**config.mk**
```make
export PLATFORM = sky130hd
export DESIGN_NAME = cbu_branch_unit
export DESIGN_NICKNAME = d
export VERILOG_FILES = /design/src/hw/cbu_branch_unit.v
export VERILOG_INCLUDE_DIRS = /design/src /design/src/hw
export SDC_FILE = /design/constraint.sdc
export NUM_CORES = 1
export LEC_CHECK = 0
export ABC_AREA = 1
export BUFFER_PORTS_ARGS = -buffer_cell sky130_fd_sc_hd__buf_2
export CAP_MARGIN = 10
export CORE_UTILIZATION = 30
export CTS_BUF_LIST = sky130_fd_sc_hd__clkbuf_8
export DETAILED_ROUTE_END_ITERATION = 7
export PLACE_DENSITY = 0.48
export SYNTH_ARGS = -nofsm -noshare
export SYNTH_HDL_FRONTEND = slang
export SYNTH_SLANG_ARGS = --single-unit
export TNS_END_PERCENT = 10
```
**constraint.sdc**
```tcl
create_clock -name sys_clk -period 3.7 [get_ports sys_clk]
set_clock_uncertainty 0.2 [all_clocks]
set_input_delay 0.74 -clock sys_clk [delete_from_list [all_inputs] [get_ports sys_clk]]
set_output_delay 0.74 -clock sys_clk [all_outputs]
set_load 0.03 [all_outputs]
```
**src/hw/cbu_defs.vh**
```
// Constants of the conditional branch unit
`ifndef CBU_DEFS_VH
`define CBU_DEFS_VH

// ----------------------------------------------------------------
// Widths
// ----------------------------------------------------------------
`define CBU_PC_W 13
`define CBU_OFS_W 7
`define CBU_INSN_W 16

// ----------------------------------------------------------------
// Instruction encoding: 1111 0s kkkkkkk bbb
// ----------------------------------------------------------------
`define CBU_GRP_MASK 16'hF800
`define CBU_GRP_CODE 16'hF000
`define CBU_POL_BIT 10
`define CBU_OFS_LSB 3
`define CBU_OFS_MSB 9
`define CBU_IDX_MSB 2

// ----------------------------------------------------------------
// Status register bit positions
// ----------------------------------------------------------------
`define CBU_FLAG_C 3'h0
`define CBU_FLAG_Z 3'h1

// ----------------------------------------------------------------
// Reset values and timing
// ----------------------------------------------------------------
`define CBU_PC_RESET 13'h0000
`define CBU_CYC_NOT_TAKEN 1
`define CBU_CYC_TAKEN 2

`endif

```
**src/hw/cbu_branch_unit.v**
```verilog
// Conditional relative branch unit of an 8-bit core
`timescale 1ns/1ps
`default_nettype none
`include "cbu_defs.vh"

module cbu_branch_unit (
    input wire sys_clk,
    input wire srst,
    input wire insn_valid,
    input wire [15:0] insn_word,
    input wire [12:0] insn_pc,
    input wire [7:0] status_register,
    output wire insn_ready,
    output reg done_reg,
    output reg taken_reg,
    output reg pc_load_reg,
    output reg [12:0] pc_target_reg,
    output reg is_branch_reg,
    output wire flags_write
);

    // ----------------------------------------------------------------
    // Decode helpers
    // ----------------------------------------------------------------
    function is_group;
        input [15:0] w;
        begin
            is_group = ((w & `CBU_GRP_MASK) == `CBU_GRP_CODE);
        end
    endfunction

    // Equal/not-equal and carry forms are the generic forms with fixed
    // indices, so one test covers all six.
    function cond_met;
        input [15:0] w;
        input [7:0] sr;
        begin
            if (w[`CBU_POL_BIT])
                cond_met = ~sr[w[`CBU_IDX_MSB:0]];
            else
                cond_met = sr[w[`CBU_IDX_MSB:0]];
        end
    endfunction

    // ----------------------------------------------------------------
    // States
    // ----------------------------------------------------------------
    localparam [1:0] ST_IDLE = 2'b01;
    localparam [1:0] ST_FLUSH = 2'b10;

    reg [1:0] state_reg;
    reg [1:0] state_next;
    wire accept;
    wire hit;
    wire met;
    wire take;
    wire in_flush;
    wire [6:0] ofs;
    wire [12:0] ofs_ext;
    wire [12:0] next_pc;
    wire [12:0] target;

    // ----------------------------------------------------------------
    // Handshake and decode
    // ----------------------------------------------------------------
    assign insn_ready = state_reg[0];
    assign in_flush = state_reg[1];
    assign accept = insn_valid & insn_ready;
    assign hit = is_group(insn_word);
    assign met = cond_met(insn_word, status_register);
    assign take = hit & met;
    assign ofs = insn_word[`CBU_OFS_MSB:`CBU_OFS_LSB];

    // ----------------------------------------------------------------
    // Offset sign extension
    // ----------------------------------------------------------------
    // Word offsets reach 63 forward and 64 back; a longer jump
    // needs another instruction.
    assign ofs_ext[`CBU_OFS_W-1:0] = ofs;
    genvar gi;
    generate
        for (gi = `CBU_OFS_W; gi < `CBU_PC_W; gi = gi + 1)
        begin : g_sext
            assign ofs_ext[gi] = ofs[`CBU_OFS_W-1];
        end
    endgenerate

    // ----------------------------------------------------------------
    // Target and flags
    // ----------------------------------------------------------------
    // Sum wraps modulo the program counter width
    assign next_pc = insn_pc + 13'h0001;
    assign target = next_pc + ofs_ext;
    // Branches never touch the status register
    assign flags_write = 1'b0;

    always @*
    begin
        state_next = state_reg;
        case (state_reg)
            ST_IDLE:
            begin
                if (accept && hit && met)
                    state_next = ST_FLUSH;
            end
            ST_FLUSH:
            begin
                state_next = ST_IDLE;
            end
            default:
            begin
                state_next = ST_IDLE;
            end
        endcase
    end

    // ----------------------------------------------------------------
    // State register
    // ----------------------------------------------------------------
    always @(posedge sys_clk)
    begin
        if (srst)
        begin
            state_reg <= ST_IDLE;
        end
        else
        begin
            state_reg <= state_next;
        end
    end

    // ----------------------------------------------------------------
    // Result registers
    // ----------------------------------------------------------------
    // A taken branch spends its second cycle refusing fetch, which
    // stands in for the pipeline flush of the discarded word.
    always @(posedge sys_clk)
    begin
        if (srst)
        begin
            done_reg <= 1'b0;
        end
        else if (accept)
        begin
            done_reg <= hit & ~met;
        end
        else if (in_flush)
        begin
            done_reg <= 1'b1;
        end
        else
        begin
            done_reg <= 1'b0;
        end
    end

    always @(posedge sys_clk)
    begin
        if (srst)
        begin
            taken_reg <= 1'b0;
        end
        else if (accept)
        begin
            taken_reg <= take;
        end
    end

    // Load is a single pulse; the flush cycle never repeats it
    always @(posedge sys_clk)
    begin
        if (srst)
        begin
            pc_load_reg <= 1'b0;
        end
        else if (accept)
        begin
            pc_load_reg <= take;
        end
        else
        begin
            pc_load_reg <= 1'b0;
        end
    end

    always @(posedge sys_clk)
    begin
        if (srst)
        begin
            pc_target_reg <= `CBU_PC_RESET;
        end
        else if (accept && take)
        begin
            pc_target_reg <= target;
        end
    end

    always @(posedge sys_clk)
    begin
        if (srst)
        begin
            is_branch_reg <= 1'b0;
        end
        else if (accept)
        begin
            is_branch_reg <= hit;
        end
    end

endmodule // cbu_branch_unit
`default_nettype wire

```
# Yosys cells after proc, flatten, opt, wreduce, memory -nomap -nowiden
# Index checks and enable logic that the tools add are counted.
[classes] n_reduce_logical=5 add_sub_neg=2 n_mux=5 order_cmp=1 bitwise_logic=7 eq_ne=2
[ops] op="13-bit by 1-bit adder with 13-bit output, second input constant" count=1
[ops] op="13-bit adder" count=1
[ops] op="5-bit equality test, second input constant" count=1
[ops] op="3-bit by 4-bit < comparator with 1-bit output, second input constant" count=1
[ops] op="1-bit two-way mux" count=4
[ops] op="1-bit NOT" count=4
[ops] op="2-bit OR reduction" count=2
[ops] op="1-bit AND" count=3
[ops] op="1-bit binary-select mux with 3-bit select" count=1
[ops] op="1-bit logical AND" count=3
[ops] op="2-bit by 1-bit equality test with 1-bit output, second input constant" count=1
[word_totals] in_bits=40 ff_bits=19

# Longest topological paths before layout
[logic_depth] word_depth=7 mapped_depth=13

# Worst setup path before layout
# No wires, ideal clock.
[synth_path] kind="input-to-reg" startpoint="input insn_word[3]" endpoint="register pc_target_reg[12]" setup_ps=109 arrival_time_ps=1982 path_stages=12 setup_slack_ps=1410 required_ps=3391 cell_sequence="inv_1 ha_1 inv_1 fa_1 nand3_1 nand3_1 nand3_1 nand3_1 nand2_1 nand4_1 nand2_1 inv_1"
[synth_via] elab_chain_len=1
[synth_rtl] item="start: declaration" line="cbu_branch_unit.v:10" rtl="input wire [15:0] insn_word,"
[synth_rtl] item="13-bit adder" line="cbu_branch_unit.v:93" rtl="assign target = next_pc + ofs_ext;"
[synth_rtl] item="end signal: assignment" line="cbu_branch_unit.v:190" rtl="pc_target_reg <= `CBU_PC_RESET;"
[synth_rtl] item="end signal: assignment" line="cbu_branch_unit.v:194" rtl="pc_target_reg <= target;"
[synth_rtl] item="end: declaration" line="cbu_branch_unit.v:17" rtl="output reg [12:0] pc_target_reg,"
# No other way between the ends.
# A chain may end at the register's enable or synchronous reset.

# Worst setup path after layout
[layout_path] startpoint="input insn_word[3]" endpoint="register pc_target_reg[8]"
# The elaborated chain is that of the path after synthesis.

==> impl_metrics.json <==
{
  "status": "finished clean",
  "start_util": 0.3146,
  "drc": 0,
  "cp-start-kind": "input pin",
  "fill_cells": 660,
  "wl_um": 3855,
  "grt_use_total": 0.1387,
  "path_cells": "buf_2 > inv_1 > ha_1 > inv_1 > fa_1 > nand3_1 > nand3_1 > nand2_1 > nand3_1 > nand2_1 > nand2_1 > nand3_1 > nand2_1 > nor2_1",
  "dieArea_um2": 6118,
  "min_path_type": "flip-flop to flip-flop",
  "grt_pass1_wl_um": 6955,
  "core_um2": 5540,
  "whs_path_depth": 2,
  "num_rows": 27,
  "crit_path_max_incr_delay_ns": 0.43,
  "port_buffers": 57,
  "hpwlAfterDp_um": 3257,
  "finish.utilization": 0.3835,
  "fmax_mhz": 434.9,
  "drtPass1Iterations": 4,
  "synth_top_cells_by_count": "nand2_1 (100), inv_1 (68), nand3_1 (29)",
  "timing.critical_path.buf_inv": 3,
  "layout-drive-gt1-share": 0.2493,
  "fin_crit_ns": 2.300,
  "synth-edff-count": 0,
  "vias": 1783,
  "placed_area_um2": 2078,
  "setup_tns_ns": 0,
  "powerDensity_nw_per_um2": 247.9,
  "report.final.slew_viol_count": 0,
  "ctsHtreeMaxLevel": 1,
  "seq_area_frac_synth": 0.2182,
  "rsz0062_at_grt": "false",
  "synth.distinct_cells": 22,
  "tritoncts": "done",
  "ant_nets": 0,
  "yosysTopAreaCell": "dfxtp_1",
  "syn_inst": 297,
  "cts_setup_buffers": 0,
  "setup_violations": 0,
  "diodes": 0,
  "cts_resized": 0,
  "worstPathArrival_ns": 2.30,
  "synth_top_area_frac": 0.2182,
  "cp_slowest_cell": "fa_1",
  "routed_via_density": 4.195,
  "fin_hold_ws_ns": 0.2641,
  "antenna_found_initial": 0,
  "synth_most_common_cell": "nand2_1",
  "largest_reg_flops": 13,
  "cts-buffers-inserted": 3,
  "fp.dieW_um": 78.22,
  "leakagePower_nw": 1.321,
  "r2r_cells": 7,
  "wire_per_inst_um": 9.071,
  "holdBufCountCts": 0,
  "finalHoldViolations": 0,
  "worst_ir_drop_vdd_mv": 0.09309,
  "clk_pin_slew_ns": 0.07,
  "clk_latency_ns": 0.25,
  "cts_buffer_depth": 2,
  "finalCritPeriodShare": 0.6215,
  "mappedNetlistArea_um2": 1743,
  "drt_first_iter_violations": 71,
  "grt_pass1_vias": 1678,
  "layout.nets": 407,
  "crit_type": "input pin to flip-flop",
  "syn_area_per_cell_um2": 5.868,
  "end_kind": "flip-flop",
  "die_h_um": 78.22,
  "yosys-top-cells-area": "dfxtp_1 (22%), nand2_1 (22%), inv_1 (15%), ha_1 (8.6%), nand3_1 (8.3%)",
  "gp_congestion": 0.8190,
  "cp.depth": 14,
  "ys_warn_count": 0,
  "clock_sinks": 19,
  "grt-ovfl-total": 0,
  "synth-main-ff-cell": "dfxtp_1",
  "crit_required_ns": 3.70,
  "path_delay_family": "simple AND/OR/NAND/NOR gates",
  "dpl_worst_slack_ns": 1.122,
  "grt_max_degree": 16,
  "num_io_pins": 59,
  "syn_to_final_growth_pct": 21.90,
  "synth-seq-cells": 19,
  "synth-async-reset-ratio": 0,
  "synth_fp_nets": 350,
  "stdcell_area_um2": 2125,
  "cts-root-buf": "clkbuf_8",
  "max_cap_viol_count": 0,
  "fin_ws_ns": 1.400,
  "cp_max_fo": 4
}
-- worst paths after layout --
path | startpoint | to | slack [ns]
max | insn_word[3] | pc_target_reg[8]$_SDFFE_PP0P_ | 1.40
max reg2reg | state_reg[0]$_SDFFE_PP1P_ | state_reg[0]$_SDFFE_PP1P_ | 1.92
min | is_branch_reg$_SDFFE_PP0P_ | is_branch_reg$_SDFFE_PP0P_ | 0.26
min reg2reg | is_branch_reg$_SDFFE_PP0P_ | is_branch_reg$_SDFFE_PP0P_ | 0.26
-- layout make-up --
type / count / area [um2] / area share
multi-input combinational: 200 / 1049 / 0.4935
sequential: 19 / 380.4 / 0.1790
timing repair buffer: 57 / 285.3 / 0.1343
inverter: 73 / 274.0 / 0.1290
tap: 72 / 90.09 / 0.04240
clock buffer: 3 / 41.29 / 0.01943
clock inverter: 1 / 5.005 / 0.002356
-- cell usage in the layout (no fill, tap or decap), types with 2 or more instances in the layout --
| master | netlist | layout |
|---|---|---|
| inv_2 | 5 | 5 |
| a21oi_1 | 6 | 6 |
| nand2_2 | 9 | 9 |
| nand4_1 | 7 | 7 |
| nand3b_1 | 3 | 3 |
| nand2_1 | 100 | 100 |
| xnor2_1 | 3 | 3 |
| ha_1 | 12 | 12 |
| nor2_2 | 7 | 7 |
| nand3_1 | 29 | 29 |
| dfxtp_1 | 19 | 19 |
| clkbuf_8 | 0 | 3 |
| nor2_1 | 14 | 14 |
| nand2_4 | 2 | 2 |
| nand3_2 | 4 | 4 |
| inv_1 | 68 | 68 |
| buf_2 | 2 | 57 |
-- routing by layer --
layer	routed length (um)	vias to the layer above	GRT usage	share of wire
met2	1681	37	0.2447	0.44
met5	0	-	0	0
li1	-	999	-	-
met3	124	5	0.01628	0.032
met1	1992	742	0.1740	0.52
met4	56	0	0.04444	0.015
-- stage by stage --
step / total power [mW] / instances
floorplan: 0.3395 / 297
global placement: 0.3900 / 421
detailed placement: 0.3892 / 421
CTS: 0.5361 / 425
global route: 0.5723 / 425
finish: 0.5267 / 425
-- tightest hold or removal path, delay by kind of cell (launching register included) --
family	cells	cell delay, ns
AOI/OAI and AO/OA	1	0.06
DFF	1	0.31
and+or+nand+nor	1	0.06
-- where the power goes --
part / internal, mW / total, mW / switching (mW)
logic: 0.0687 / 0.177 / 0.108
clock network: 0.0748 / 0.144 / 0.0690
registers: 0.206 / 0.206 / 0.000638
total: 0.349 / 0.527 / 0.177
-- cells by family after synthesis --
kind of cell	share of synthesized area
simple gates	0.4645
buf+inv	0.1802
flops	0.2182
fa+ha+maj	0.09763
compound gates	0.01723
xor+xnor	0.02010
other cells	0.002152
Note: power is estimated with default switching activity, not from simulation.
